<file path="src/verilog/gssf_pkg.sv">
// Shared constants for the genlock status and standard filter block
package gssf_pkg;
    // ----------------------------------------------------------------
    // Bus geometry
    // ----------------------------------------------------------------
    localparam int ADDR_W = 8;
    localparam int DATA_W = 16;
    localparam int CODE_W = 6;
    localparam int VEC_W = 48;

    // ----------------------------------------------------------------
    // Register offsets
    // ----------------------------------------------------------------
    localparam logic [7:0] OFS_STD_DISABLE_LOW = 8'h11;
    localparam logic [7:0] OFS_STD_DISABLE_MID = 8'h12;
    localparam logic [7:0] OFS_STD_DISABLE_HIGH = 8'h13;
    localparam logic [7:0] OFS_RESERVED_GAP = 8'h14;
    localparam logic [7:0] OFS_LOCK_STATE_FLAGS = 8'h15;
    localparam logic [7:0] OFS_GENLOCK_CTRL = 8'h16;
    localparam logic [7:0] OFS_EVENT_STATUS = 8'h20;
    localparam logic [7:0] OFS_EVENT_MASK = 8'h21;

    // ----------------------------------------------------------------
    // Reset values
    // ----------------------------------------------------------------
    localparam logic [15:0] RST_STD_DISABLE_LOW = 16'hF800;
    localparam logic [15:0] RST_STD_DISABLE_MID = 16'hFFFF;
    localparam logic [15:0] RST_STD_DISABLE_HIGH = 16'hFFFF;
    localparam logic [6:0] RST_GENLOCK_CTRL = 7'h00;
    localparam logic [3:0] RST_EVENT_MASK = 4'h0;
    // Codes beyond the vector always count as disabled
    localparam logic [15:0] STD_PAD = 16'hFFFF;

    // ----------------------------------------------------------------
    // Status bit positions
    // ----------------------------------------------------------------
    localparam int ST_REF_PRESENT = 0;
    localparam int ST_CLOCK_LOCK = 1;
    localparam int ST_H_LOCK = 2;
    localparam int ST_V_LOCK = 3;
    localparam int ST_F_LOCK = 4;
    localparam int ST_REF_LOCK = 5;
    localparam int ST_W = 6;

    // Control register fields
    localparam int CTL_H_MASK = 2;
    localparam int CTL_V_MASK = 3;
    localparam int CTL_F_MASK = 4;
    localparam int CTL_W = 7;

    // Event bits
    localparam int EV_LOCK_GAINED = 0;
    localparam int EV_LOCK_LOST = 1;
    localparam int EV_REF_GAINED = 2;
    localparam int EV_REF_LOST = 3;
    localparam int EV_W = 4;
endpackage : gssf_pkg

</file>
<file path="src/verilog/gssf_top.sv">
// Genlock status register bank with per-standard reference filter
//
// The implementer's own choice: the plain strobed port.
`timescale 1ns/10ps
// Functional notes
// - A standard whose disable bit is high is never recognised; reference lock still follows clock lock for it when F, V and H are all masked.
// - The vector spans three registers: bits 15-0, 31-16 and 47-32.
// - Reference lock is high only if bit 1 is high and bits 4-2 are each high or masked.
// - The active-low lock-lost pin is the inverse of reference lock.
// - Field lock is high when field timing is locked to field sync.
// - Without field sync the field-lock flag copies the vertical-lock flag.
// - Vertical lock is high when vertical timing is locked to vertical sync.
// - Horizontal lock is high when horizontal timing is locked to h sync.
// - Clock lock is high only when both video and audio PLLs are locked.
// - Reference present is high while a valid reference is applied.
// - The active-low ref-lost pin is the inverse of reference present.
// - A set F, V or H mask bit drops that flag from reference lock.
module gssf_top (
    input wire logic clk_in,
    input wire logic sys_rst_in,
    input wire logic [gssf_pkg::ADDR_W-1:0] addr_in,
    input wire logic [gssf_pkg::DATA_W-1:0] wdata_in,
    input wire logic wr_in,
    input wire logic rd_in,
    output logic [gssf_pkg::DATA_W-1:0] rdata_out,
    input wire logic [gssf_pkg::CODE_W-1:0] video_standard_code_in,
    input wire logic ref_valid_in,
    input wire logic field_sync_input_in,
    input wire logic field_locked_in,
    input wire logic vert_locked_in,
    input wire logic horiz_locked_in,
    input wire logic video_pll_locked_in,
    input wire logic audio_pll_locked_in,
    output logic lock_lost_n_out,
    output logic ref_lost_n_out,
    output logic irq_out
);
    import gssf_pkg::*;

    // ----------------------------------------------------------------
    // Register storage
    // ----------------------------------------------------------------
    logic [15:0] std_disable_low;
    logic [15:0] std_disable_mid;
    logic [15:0] std_disable_high;
    logic [CTL_W-1:0] genlock_ctrl;
    logic [ST_W-1:0] lock_state_flags;
    logic [EV_W-1:0] event_status;
    logic [EV_W-1:0] event_mask;

    logic [63:0] std_vec_ext;
    logic std_allowed;
    logic [ST_W-1:0] next_flags;
    logic [EV_W-1:0] next_events;
    logic [EV_W-1:0] next_event_status;
    logic [DATA_W-1:0] next_rdata;
    logic event_read;

    // ----------------------------------------------------------------
    // Disable vector writes
    // ----------------------------------------------------------------
    always_ff @(posedge clk_in) begin
        if (sys_rst_in) begin
            std_disable_low <= RST_STD_DISABLE_LOW;
            std_disable_mid <= RST_STD_DISABLE_MID;
            std_disable_high <= RST_STD_DISABLE_HIGH;
        end else if (wr_in) begin
            // High word is kept whole; bits 47-39 are software's to set
            case (addr_in)
                OFS_STD_DISABLE_LOW: begin
                    std_disable_low <= wdata_in;
                end
                OFS_STD_DISABLE_MID: begin
                    std_disable_mid <= wdata_in;
                end
                OFS_STD_DISABLE_HIGH: begin
                    std_disable_high <= wdata_in;
                end
                default: begin
                end
            endcase
        end
    end

    // ----------------------------------------------------------------
    // Genlock control (lock masks)
    // ----------------------------------------------------------------
    always_ff @(posedge clk_in) begin
        if (sys_rst_in) begin
            genlock_ctrl <= RST_GENLOCK_CTRL;
        end else if (wr_in && addr_in == OFS_GENLOCK_CTRL) begin
            genlock_ctrl <= wdata_in[CTL_W-1:0];
        end
    end

    // ----------------------------------------------------------------
    // Standard filter
    // ----------------------------------------------------------------
    // Code zero means no reference detected, so it is never allowed
    assign std_vec_ext = {STD_PAD, std_disable_high, std_disable_mid,
        std_disable_low};
    assign std_allowed = (video_standard_code_in != 6'h00) &&
        !std_vec_ext[video_standard_code_in];

    // ----------------------------------------------------------------
    // Lock flag evaluation
    // ----------------------------------------------------------------
    always_comb begin
        next_flags = '0;
        next_flags[ST_REF_PRESENT] = ref_valid_in && std_allowed;
        next_flags[ST_CLOCK_LOCK] = video_pll_locked_in &&
            audio_pll_locked_in;
        next_flags[ST_H_LOCK] = horiz_locked_in && std_allowed;
        next_flags[ST_V_LOCK] = vert_locked_in && std_allowed;
        if (field_sync_input_in) begin
            next_flags[ST_F_LOCK] = field_locked_in && std_allowed;
        end else begin
            next_flags[ST_F_LOCK] = next_flags[ST_V_LOCK];
        end
        next_flags[ST_REF_LOCK] = next_flags[ST_CLOCK_LOCK] &&
            (next_flags[ST_H_LOCK] || genlock_ctrl[CTL_H_MASK]) &&
            (next_flags[ST_V_LOCK] || genlock_ctrl[CTL_V_MASK]) &&
            (next_flags[ST_F_LOCK] || genlock_ctrl[CTL_F_MASK]);
    end

    // Flags and pins share one flop stage so the pins never lag
    always_ff @(posedge clk_in) begin
        if (sys_rst_in) begin
            lock_state_flags <= '0;
            lock_lost_n_out <= 1'b1;
            ref_lost_n_out <= 1'b1;
        end else begin
            lock_state_flags <= next_flags;
            lock_lost_n_out <= !next_flags[ST_REF_LOCK];
            ref_lost_n_out <= !next_flags[ST_REF_PRESENT];
        end
    end

    // ----------------------------------------------------------------
    // Events and interrupt
    // ----------------------------------------------------------------
    always_comb begin
        next_events = '0;
        next_events[EV_LOCK_GAINED] = next_flags[ST_REF_LOCK] &&
            !lock_state_flags[ST_REF_LOCK];
        next_events[EV_LOCK_LOST] = !next_flags[ST_REF_LOCK] &&
            lock_state_flags[ST_REF_LOCK];
        next_events[EV_REF_GAINED] = next_flags[ST_REF_PRESENT] &&
            !lock_state_flags[ST_REF_PRESENT];
        next_events[EV_REF_LOST] = !next_flags[ST_REF_PRESENT] &&
            lock_state_flags[ST_REF_PRESENT];
    end

    assign event_read = rd_in && addr_in == OFS_EVENT_STATUS;
    // New events win over a clearing read in the same cycle
    assign next_event_status = (event_read ? '0 : event_status) |
        next_events;

    always_ff @(posedge clk_in) begin
        if (sys_rst_in) begin
            event_status <= '0;
        end else begin
            event_status <= next_event_status;
        end
    end

    always_ff @(posedge clk_in) begin
        if (sys_rst_in) begin
            event_mask <= RST_EVENT_MASK;
        end else if (wr_in && addr_in == OFS_EVENT_MASK) begin
            event_mask <= wdata_in[EV_W-1:0];
        end
    end

    // Uses the mask as it will stand after this edge
    always_ff @(posedge clk_in) begin
        if (sys_rst_in) begin
            irq_out <= 1'b0;
        end else if (wr_in && addr_in == OFS_EVENT_MASK) begin
            irq_out <= |(next_event_status & wdata_in[EV_W-1:0]);
        end else begin
            irq_out <= |(next_event_status & event_mask);
        end
    end

    // ----------------------------------------------------------------
    // Read path
    // ----------------------------------------------------------------
    always_comb begin
        next_rdata = '0;
        case (addr_in)
            OFS_STD_DISABLE_LOW: begin
                next_rdata = std_disable_low;
            end
            OFS_STD_DISABLE_MID: begin
                next_rdata = std_disable_mid;
            end
            OFS_STD_DISABLE_HIGH: begin
                next_rdata = std_disable_high;
            end
            OFS_LOCK_STATE_FLAGS: begin
                // Read only; upper bits stay zero
                next_rdata[ST_W-1:0] = lock_state_flags;
            end
            OFS_GENLOCK_CTRL: begin
                next_rdata[CTL_W-1:0] = genlock_ctrl;
            end
            OFS_EVENT_STATUS: begin
                next_rdata[EV_W-1:0] = event_status;
            end
            OFS_EVENT_MASK: begin
                next_rdata[EV_W-1:0] = event_mask;
            end
            default: begin
                next_rdata = '0;
            end
        endcase
    end

    // Data stands only in the cycle after the read strobe
    always_ff @(posedge clk_in) begin
        if (sys_rst_in) begin
            rdata_out <= '0;
        end else if (rd_in) begin
            rdata_out <= next_rdata;
        end else begin
            rdata_out <= '0;
        end
    end
endmodule : gssf_top

</file>
<file path="config.mk">
export PLATFORM = sky130hd
export DESIGN_NAME = gssf_top
export DESIGN_NICKNAME = d
export VERILOG_FILES = /design/src/verilog/gssf_pkg.sv /design/src/verilog/gssf_top.sv
export SDC_FILE = /design/constraint.sdc
export NUM_CORES = 1
export LEC_CHECK = 0
export BUFFER_PORTS_ARGS = -buffer_cell sky130_fd_sc_hd__buf_2
export CELL_PAD_IN_SITES_DETAIL_PLACEMENT = 0
export CELL_PAD_IN_SITES_GLOBAL_PLACEMENT = 1
export CORE_ASPECT_RATIO = 1.75
export CORE_MARGIN = 5
export CORE_UTILIZATION = 42
export CTS_BUF_LIST = sky130_fd_sc_hd__clkbuf_16
export DETAILED_ROUTE_END_ITERATION = 10
export PLACE_DENSITY_LB_ADDON = 0.1
export RECOVER_POWER = 100
export SKIP_LAST_GASP = 1
export SYNTH_ARGS = -nofsm -noshare
export SYNTH_HDL_FRONTEND = slang
export SYNTH_SLANG_ARGS = --single-unit
</file>
<file path="constraint.sdc">
create_clock -name clk_in -period 2.77 [get_ports clk_in]
set_input_delay 0.1385 -clock clk_in [delete_from_list [all_inputs] [get_ports clk_in]]
set_output_delay 0.1385 -clock clk_in [all_outputs]
set_load 0.02 [all_outputs]
</file>
[Word level (Yosys, flattened, before mapping)]
Cells that the tools add are included.
Operators by class
  order comparisons: 1
  equality and inequality tests: 7
  mux-type cells: 9
  bitwise gates (word level): 4
  reduce and logical (&&, ||, !) cells: 31
Operators with widths (count)
  $eq A8 B5 Y1 const B: 5
  $pmux W4 S7: 1
  $pmux W9 S3: 1
  $eq A8 B6 Y1 const B: 2
  $logic_and A1 B1 Y1: 16
  $pmux W2 S5: 1
  $and A4 B4 Y4: 2
  $reduce_or A4 Y1: 2
  $lt A6 B7 Y1 const B: 1
  $bmux W1 S6: 1
  $reduce_and A2 Y1: 3
  $reduce_bool A6 Y1: 1
  $logic_not A1 Y1: 5
  $mux W4: 1
  $or A4 B4 Y4: 1
  $pmux W1 S4: 1
  $logic_or A1 B1 Y1: 3
  $mux W1: 3
  $reduce_or A2 Y1: 1
  $not A1 Y1: 1
Storage, ports and cells
  register bits: 88
  output and inout port bits: 19

[Logic depth before layout (Yosys ltp)]
Gate-level depths: netlist (run 1).
  word-level depth: 15
  depth in mapped cells: 11

[Worst setup path before layout (run 1)]
OpenSTA, ideal clock, no wires.
  path kind: input to register
  start point: in video_standard_code_in[2] in the netlist's numbering
  end point: reg irq_out
  arrival: 2085 ps
  data required time: 2640 ps
  setup slack: 555 ps
  stages on the path: 8
  path through: buf_1 -> mux4_2 -> a222oi_1 -> o211ai_1 -> o41ai_1 -> o2111ai_1 -> mux2i_1 -> nand4_1
Between the ends
  longest elaborated chain between the ends: 15
RTL lines
  from (decl): RTL line gssf_top.sv:26  | input wire logic [gssf_pkg::CODE_W-1:0] video_standard_code_in,
  $bmux W1 S6: RTL line gssf_top.sv:103  | !std_vec_ext[video_standard_code_in];
  $mux W1 (implied by the code): RTL line gssf_top.sv:103
  $logic_not A1 Y1: RTL line gssf_top.sv:103
  $logic_and A1 B1 Y1 (*): RTL line gssf_top.sv:102  | assign std_allowed = (video_standard_code_in != 6'h00) &&
  $logic_and A1 B1 Y1: RTL line gssf_top.sv:113  | next_flags[ST_H_LOCK] = horiz_locked_in && std_allowed;
  $logic_or A1 B1 Y1: RTL line gssf_top.sv:121  | (next_flags[ST_H_LOCK] || genlock_ctrl[CTL_H_MASK]) &&
  $logic_and A1 B1 Y1: RTL line gssf_top.sv:120  | next_flags[ST_REF_LOCK] = next_flags[ST_CLOCK_LOCK] &&
  $logic_and A1 B1 Y1: RTL line gssf_top.sv:121
  $logic_and A1 B1 Y1: RTL line gssf_top.sv:122  | (next_flags[ST_V_LOCK] || genlock_ctrl[CTL_V_MASK]) &&
  $logic_not A1 Y1: RTL line gssf_top.sv:146  | next_events[EV_LOCK_LOST] = !next_flags[ST_REF_LOCK] &&
  $logic_and A1 B1 Y1: RTL line gssf_top.sv:146
  $or A4 B4 Y4 (*): RTL line gssf_top.sv:156  | assign next_event_status = (event_read ? '0 : event_status) |
  $and A4 B4 Y4 (on tied branches): RTL line gssf_top.sv:182, gssf_top.sv:180
  $reduce_or A4 Y1 (on tied branches): RTL line gssf_top.sv:182, gssf_top.sv:180
  $mux W1 (*): RTL line gssf_top.sv:179  | end else if (wr_in && addr_in == OFS_EVENT_MASK) begin
  to (signal assigned): RTL line gssf_top.sv:180  | irq_out <= |(next_event_status & wdata_in[EV_W-1:0]);
  to (signal assigned): RTL line gssf_top.sv:182  | irq_out <= |(next_event_status & event_mask);
  to (decl): RTL line gssf_top.sv:36  | output logic irq_out
Every way passes the cells marked *; elsewhere a longest branch is shown, timed or not. The select of a mux whose other input is x is not followed.
A chain may end at the register's enable or synchronous reset.

[Final worst setup path (run 1)]
  start point: reg std_disable_high[1]
  end point: reg irq_out
Between the ends
  longest elaborated chain between the ends: 15
RTL lines
  from (decl): RTL line gssf_top.sv:45  | logic [15:0] std_disable_high;
  from (signal assigned): RTL line gssf_top.sv:77  | std_disable_high <= wdata_in;
  $bmux W1 S6 (*): RTL line gssf_top.sv:103
  $mux W1 (implied by the code) (*): RTL line gssf_top.sv:103
  $logic_not A1 Y1 (*): RTL line gssf_top.sv:103
  $logic_and A1 B1 Y1 (*): RTL line gssf_top.sv:102
  $logic_and A1 B1 Y1: RTL line gssf_top.sv:113
  $logic_or A1 B1 Y1: RTL line gssf_top.sv:121
  $logic_and A1 B1 Y1: RTL line gssf_top.sv:120
  $logic_and A1 B1 Y1: RTL line gssf_top.sv:121
  $logic_and A1 B1 Y1: RTL line gssf_top.sv:122
  $logic_not A1 Y1: RTL line gssf_top.sv:146
  $logic_and A1 B1 Y1: RTL line gssf_top.sv:146
  $or A4 B4 Y4 (*): RTL line gssf_top.sv:156
  $and A4 B4 Y4 (on tied branches): RTL line gssf_top.sv:182, gssf_top.sv:180
  $reduce_or A4 Y1 (on tied branches): RTL line gssf_top.sv:182, gssf_top.sv:180
  $mux W1 (*): RTL line gssf_top.sv:179
Marked as above.

==> flow_summary_export.csv, run 1 <==
group,metric,value,unit
timing,hold_viol,0,
yosys,yosysUniqueCellTypes,39,
yosys,syn-num-nets,510,
min_path,min_path_cells,3,
route,viasPerCell,5.56,
yosys,synthSimpleGateAreaFrac,0.266,
timing,finClkSkew,11.3,ps
yosys,ys.flop_type,"dfxtp_1",
placed_design,place.gp.congestion,0.925,
route,via_count,3609,
cts,htree_levels,3,
timing,tns,0,ps
yosys,yosys_register_bits,88,
finish,antenna_cells,0,
yosys,synth_compound_area_frac,0.115,
yosys,synth_xor_area_frac,0,
min_path,min_from,"wdata_in[14]",
yosys,synth_top_family_by_area,"simple AND/OR/NAND/NOR gates",
setup_path,cp_max_fo,5,
setup_path,crit_path_start_kind,"flop",
die,die_h,138,um
min_path,hold_path_class,"in -> reg",
setup_path,r2r_cells,7,
setup_path,r2r_end,"irq_out",
timing,tightest_slew,963,ps
route,dr.pass1.iters,5,
finish,area_delta_synth_final,16.8,%
cts,clockBufferDepth,2,
yosys,netlist.area_leader.share,0.448,
yosys,yosys-top-cells-area,"dfxtp_1, nand2_1, mux2i_1",
timing,maxSlewViolCount,0,
setup_path,worstPathRequired,2990,ps
finish,fill_cells,955,
setup_path,worst-setup-path-type,"reg -> reg",
die,start_util,0.433,
timing,fin_ws,256,ps
die,dieArea,11500,sq um
finish,multi_input_area,1980,sq um
yosys,muxShareOfSynthArea,0.126,
placed_design,hpwlAfterDp,9490,um
route,drt-total-wl,12800,um
cts,cts-root-buf,"clkbuf_16",
cts,cts_resized,0,
die,row_count,46,
timing,finalSetupViolCount,0,
cts,post_cts_buffers,0,
yosys,yosysWarnings,0,
finish,fin_util,0.505,
power_and_ir_drop,p_leak,1.90,nW
setup_path,end_kind,"flop",
timing,finalCriticalPeriod,2510,ps
placed_design,place.port_buffers,59,
yosys,synth_fa_ha_area_frac,0,
yosys,synth-seq-area-share,0.448,
global_routing,antenna_found_initial,0,
die,ios,60,
timing,slew_headroom,0.358,
placed_design,place_ws,210,ps
route,drtIter0Drc,226,
cts,cts_hold_buf,1,
global_routing,grt_max_degree,34,
cts,cts_buffers,9,
route,drc,0,
min_path,hold_end,"std_disable_high[14]",
cts,cts.clk_slew.worst_paths,70,ps
route,antenna_left,0,
power_and_ir_drop,pwr_density_cell,580,nW/um^2
global_routing,grt_use_total,0.220,
flow_run,drv_cap,0,
setup_path,worst_ep_arrival_time,2730,ps
yosys,ys_async_sr_fraction,0,
yosys,yosysTopAreaCell,"dfxtp_1",
global_routing,first_global_vias,3496,
power_and_ir_drop,peakVddDrop,0.000327,V
timing,fin_crit_sh,0.908,
global_routing,grt-ovfl-total,0,
timing,fmax,398,MHz
yosys,synthesis.area,3930,sq um
route,wire_per_inst,19.8,um
setup_path,timing.rr.start,"std_disable_high[1]",
die,die_x,83.2,um
cts,cts_tree,"built",
yosys,syn_inst,469,
finish,seqCellArea,1760,sq um
setup_path,r2r_setup_slack,260,ps
yosys,syn_area_per_cell,8.39,sq um
finish,fin_nets,565,
die,coreArea,9090,sq um
power_and_ir_drop,total_power,2.66,mW
cts,clkSinkCount,88,
finish,drive_gt1_frac,0.142,
timing,rsz0062_at_grt,"false",
cts,clock_latency,350,ps
run_status,status,"complete, no violations",
yosys,synth-edff-count,0,
global_routing,grt_pass1_wl,19500,um
==> per-stage QoR <==
step / std cells / hold slack (ps) / area (sq um)
after floorplan: 469 / 231 / 3930
after global placement: 632 / 353 / 4350
after detailed placement: 632 / 354 / 4350
after CTS: 649 / 26.3 / 4650
after global routing: 649 / 52.2 / 4590
final: 649 / 32.3 / 4590
==> cells in the final DEF, fill, tap and decap left out, types with 3 or more instances in the layout <==
cell type  instances
a21oi_1           34
a222oi_1           3
a22oi_1           16
a31oi_1            5
and2_0             4
and3_1             4
buf_2             38
buf_4             10
clkbuf_1          25
clkbuf_16          9
dfxtp_1           88
inv_1             10
mux2i_1           26
mux4_2            10
nand2_1          115
nand3_1           49
nor2_1            36
nor2b_1            3
nor3_1             6
nor3b_1            3
or3_1              3
==> routing by layer <==
| metal | part of all wire | track usage | wire (um) | vias up |
|---|---|---|---|---|
| met3 | 0.040 | 0.0357 | 509 | 38 |
| met1 | 0.37 | 0.225 | 4740 | 1712 |
| met2 | 0.54 | 0.413 | 6940 | 114 |
| met4 | 0.050 | 0.125 | 642 | 0 |
| li1 | - | - | - | 1745 |
| met5 | 0 | 0 | 0 | - |
==> worst max-delay path by stage <==
| stage | depth (start not counted) | to | slack, ps | from |
|---|---|---|---|---|
| 6_report | 7 | irq_out | 260 | std_disable_high[1] |
| 5_1_grt | 7 | irq_out | 40 | std_disable_high[3] |
| 4_1_cts | 7 | irq_out | 270 | std_disable_high[1] |
| 3_5_place_dp | 8 | irq_out | 210 | video_standard_code_in[1] |
| 3_3_place_gp | 8 | irq_out | 250 | video_standard_code_in[1] |
| 2_1_floorplan | 8 | irq_out | 560 | video_standard_code_in[2] |
==> layout make-up <==
class | instances | area share
Clock inverter | 7 | 0.0150
Inverter | 11 | 0.00899
Clock buffer | 9 | 0.0490
Timing Repair Buffer | 74 | 0.0804
Tap cell | 120 | 0.0327
Multi-Input combinational cell | 340 | 0.430
Sequential cell | 88 | 0.384
==> worst max-delay path, stage by stage (launching register included) <==
cell and delay [ps]:
dfxtp_1 330, mux4_2 470, a222oi_1 290, o211ai_1 250, o41ai_1 380, o2111ai_1 330, mux2i_1 230, nand4_1 100
==> cells in the mapped netlist (3+ instances only) <==
cell type and n:
clkbuf_1 19, nand3_1 49, dfxtp_1 88, nor2_1 36, and3_1 4, and2_1 3
a31oi_1 5, a22oi_1 16, buf_2 6, nor3b_1 3, or3_1 3, a222oi_1 3
buf_4 3, nor3_1 6, nand2_1 115, inv_1 10, mux4_2 10, nor2b_1 3
mux2i_1 26, a21oi_1 34
==> cell families after synthesis <==
logic type / Yosys count
flops: 88
mux: 37
simple gates: 233
buf+inv: 41
compound gates: 70
==> registers in the layout (all words and copies together) (netlist names) <==
signal	count
irq_out	1
event_mask	4
ref_lost_n_out	1
std_disable_high	16
std_disable_low	16
event_status	4
genlock_ctrl	7
rdata_out	16
std_disable_mid	16
lock_state_flags	6
lock_lost_n_out	1
==> report_power, final <==
part / internal (mW) / switching, mW
combinational: 0.0645 / 0.108
clock: 0.699 / 0.515
sequential: 1.27 / 0.00534
total: 2.04 / 0.628
(Power assumes the default switching activity.)
==> run 2, diff against run 1 <==
Settings changed: CORE_UTILIZATION 42 to 44, CTS_BUF_LIST sky130_fd_sc_hd__clkbuf_16 to sky130_fd_sc_hd__clkbuf_8.
==> flow_summary_export.csv, run 2 (synthesis gave the netlist of run 1 again) <==
group,metric,value,unit
die,ios,60,
power_and_ir_drop,pwr_density_cell,523,nW/um^2
global_routing,first_global_vias,3579,
cts,cts-root-buf,"clkbuf_8",
route,wire_per_inst,19.3,um
timing,hold_ws,24.9,ps
flow_run,drv_cap,1,
timing,fin_ws,203,ps
cts,clkSinkCount,88,
power_and_ir_drop,p_leak,1.87,nW
route,viasPerCell,5.55,
finish,area_delta_synth_final,14.9,%
global_routing,grt_use_total,0.236,
global_routing,grt_max_degree,42,
die,dieArea,11000,sq um
timing,tightest_slew,1650,ps
setup_path,cp-startpoint,"std_disable_high[7]",
global_routing,antenna_found_initial,0,
cts,cts_tree,"built",
setup_path,crit_path_start_kind,"flop",
timing,slew_headroom,-0.0990,
min_path,hold_path_class,"in -> reg",
die,die_x,81.5,um
timing,maxSlewViolCount,35,
die,start_util,0.451,
finish,antenna_cells,0,
placed_design,hpwlAfterDp,9170,um
timing,tns,0,ps
setup_path,crit_path_max_incr_delay,480,ps
finish,fin_nets,563,
finish,final_cell_mix,"nand2_1, dfxtp_1, nand3_1",
finish,fin_util,0.518,
global_routing,grt-ovfl-total,0,
placed_design,dpl_cell_area,4330,sq um
setup_path,worst-setup-path-type,"reg -> reg",
timing,finalSetupViolCount,0,
finish,fill_cells,885,
cts,cts.clk_slew.worst_paths,90,ps
placed_design,place.port_buffers,59,
route,drtIter0Drc,256,
route,drc,0,
setup_path,cp_max_fo,5,
finish,drive_gt1_frac,0.150,
timing,finalCriticalPeriod,2570,ps
setup_path,critPathSlowestCell,"mux4_2",
run_status,status,"finished with violations",
timing,finClkSkew,14.2,ps
timing,fin_crit_sh,0.927,
setup_path,end_kind,"flop",
cts,htree_levels,3,
setup_path,worst_ep_arrival_time,2800,ps
die,row_count,45,
cts,clockBufferDepth,2,
route,antenna_left,0,
timing,fmax,390,MHz
power_and_ir_drop,total_power,2.36,mW
min_path,min_from,"wdata_in[15]",
cts,clock_latency,360,ps
setup_path,crit_chain,"mux4_2 > a222oi_1 > o211ai_1 > o41ai_1 > o2111ai_2 > mux2i_1 > nand4_1",
finish,finalInstanceArea,4520,sq um
cts,post_cts_buffers,0,
power_and_ir_drop,peakVddDrop,0.000303,V
timing,rsz0062_at_grt,"false",
finish,final_common_cell,"nand2_1",
route,dr.pass1.iters,5,
cts,cts_buffers,9,
die,die_h,135,um
route,via_count,3575,
setup_path,crit_family,"compound AO/OA/AOI/OAI gates",
placed_design,place.gp.congestion,0.847,
setup_path,critPathBufInv,0,
timing,hold_viol,0,
placed_design,place_inst,626,
finish,final_cells,644,
global_routing,grt_pass1_wl,19300,um
run_status,failed_checks,"capacitance limit, slew limit",
setup_path,timing.rr.start,"std_disable_high[7]",
route,drt-total-wl,12400,um
setup_path,worstPathRequired,3000,ps
die,coreArea,8730,sq um
placed_design,place_ws,164,ps
-- run 2: cell count changes in the layout (fill, tap and decap cells not counted), moves of 2 or more --
| cell | before | now |
|---|---|---|
| clkbuf_1 | 25 | 22 |
| clkbuf_16 | 9 | 0 |
| clkbuf_8 | 0 | 9 |
| clkinv_4 | 0 | 2 |
-- run 2: metal layers --
layer / wire length, um / track usage / share of wire
met5: 0 / 0 / 0
met4: 535 / 0.116 / 0.043
met3: 547 / 0.0387 / 0.044
met2: 6770 / 0.427 / 0.54
met1: 4590 / 0.258 / 0.37
-- run 2: path summary, 6_finish.rpt --
kind	to	slack [ps]	cells after the start
hold / removal	std_disable_low[15]	20	3
setup / recovery	irq_out	200	7
setup reg to reg	irq_out	200	7
hold reg to reg	std_disable_low[0]	460	2
-- run 2: tightest hold or removal path, stage by stage --
cell and delay, ps:
buf_2 110, nand2_1 50, nand3_1 70
-- run 2: layout make-up --
cell class | count | area, sq um | area share
Clock buffer | 9 | 124 | 0.0274
Clock inverter | 7 | 77.6 | 0.0172
Inverter | 11 | 41.3 | 0.00913
Multi-Input combinational cell | 340 | 2010 | 0.444
Sequential cell | 88 | 1760 | 0.390
Tap cell | 117 | 146 | 0.0324
Timing Repair Buffer | 72 | 365 | 0.0808
-- run 2: power breakdown --
| part | total [mW] | switching (mW) | leakage, nW | internal (mW) |
|---|---|---|---|---|
| Clock | 0.912 | 0.488 | 0.100 | 0.425 |
| Sequential | 1.28 | 0.00483 | 0.711 | 1.27 |
| Combinational | 0.177 | 0.113 | 1.06 | 0.0640 |
| Total | 2.36 | 0.605 | 1.87 | 1.76 |
-- run 2: repair_timing --
item | in CTS | in global routing
hold endpoints to repair | 3 | 0
hold buffers | 2 | 0
endpoints found under the setup margin | 0 | 1
gates resized for setup | 0 | 2
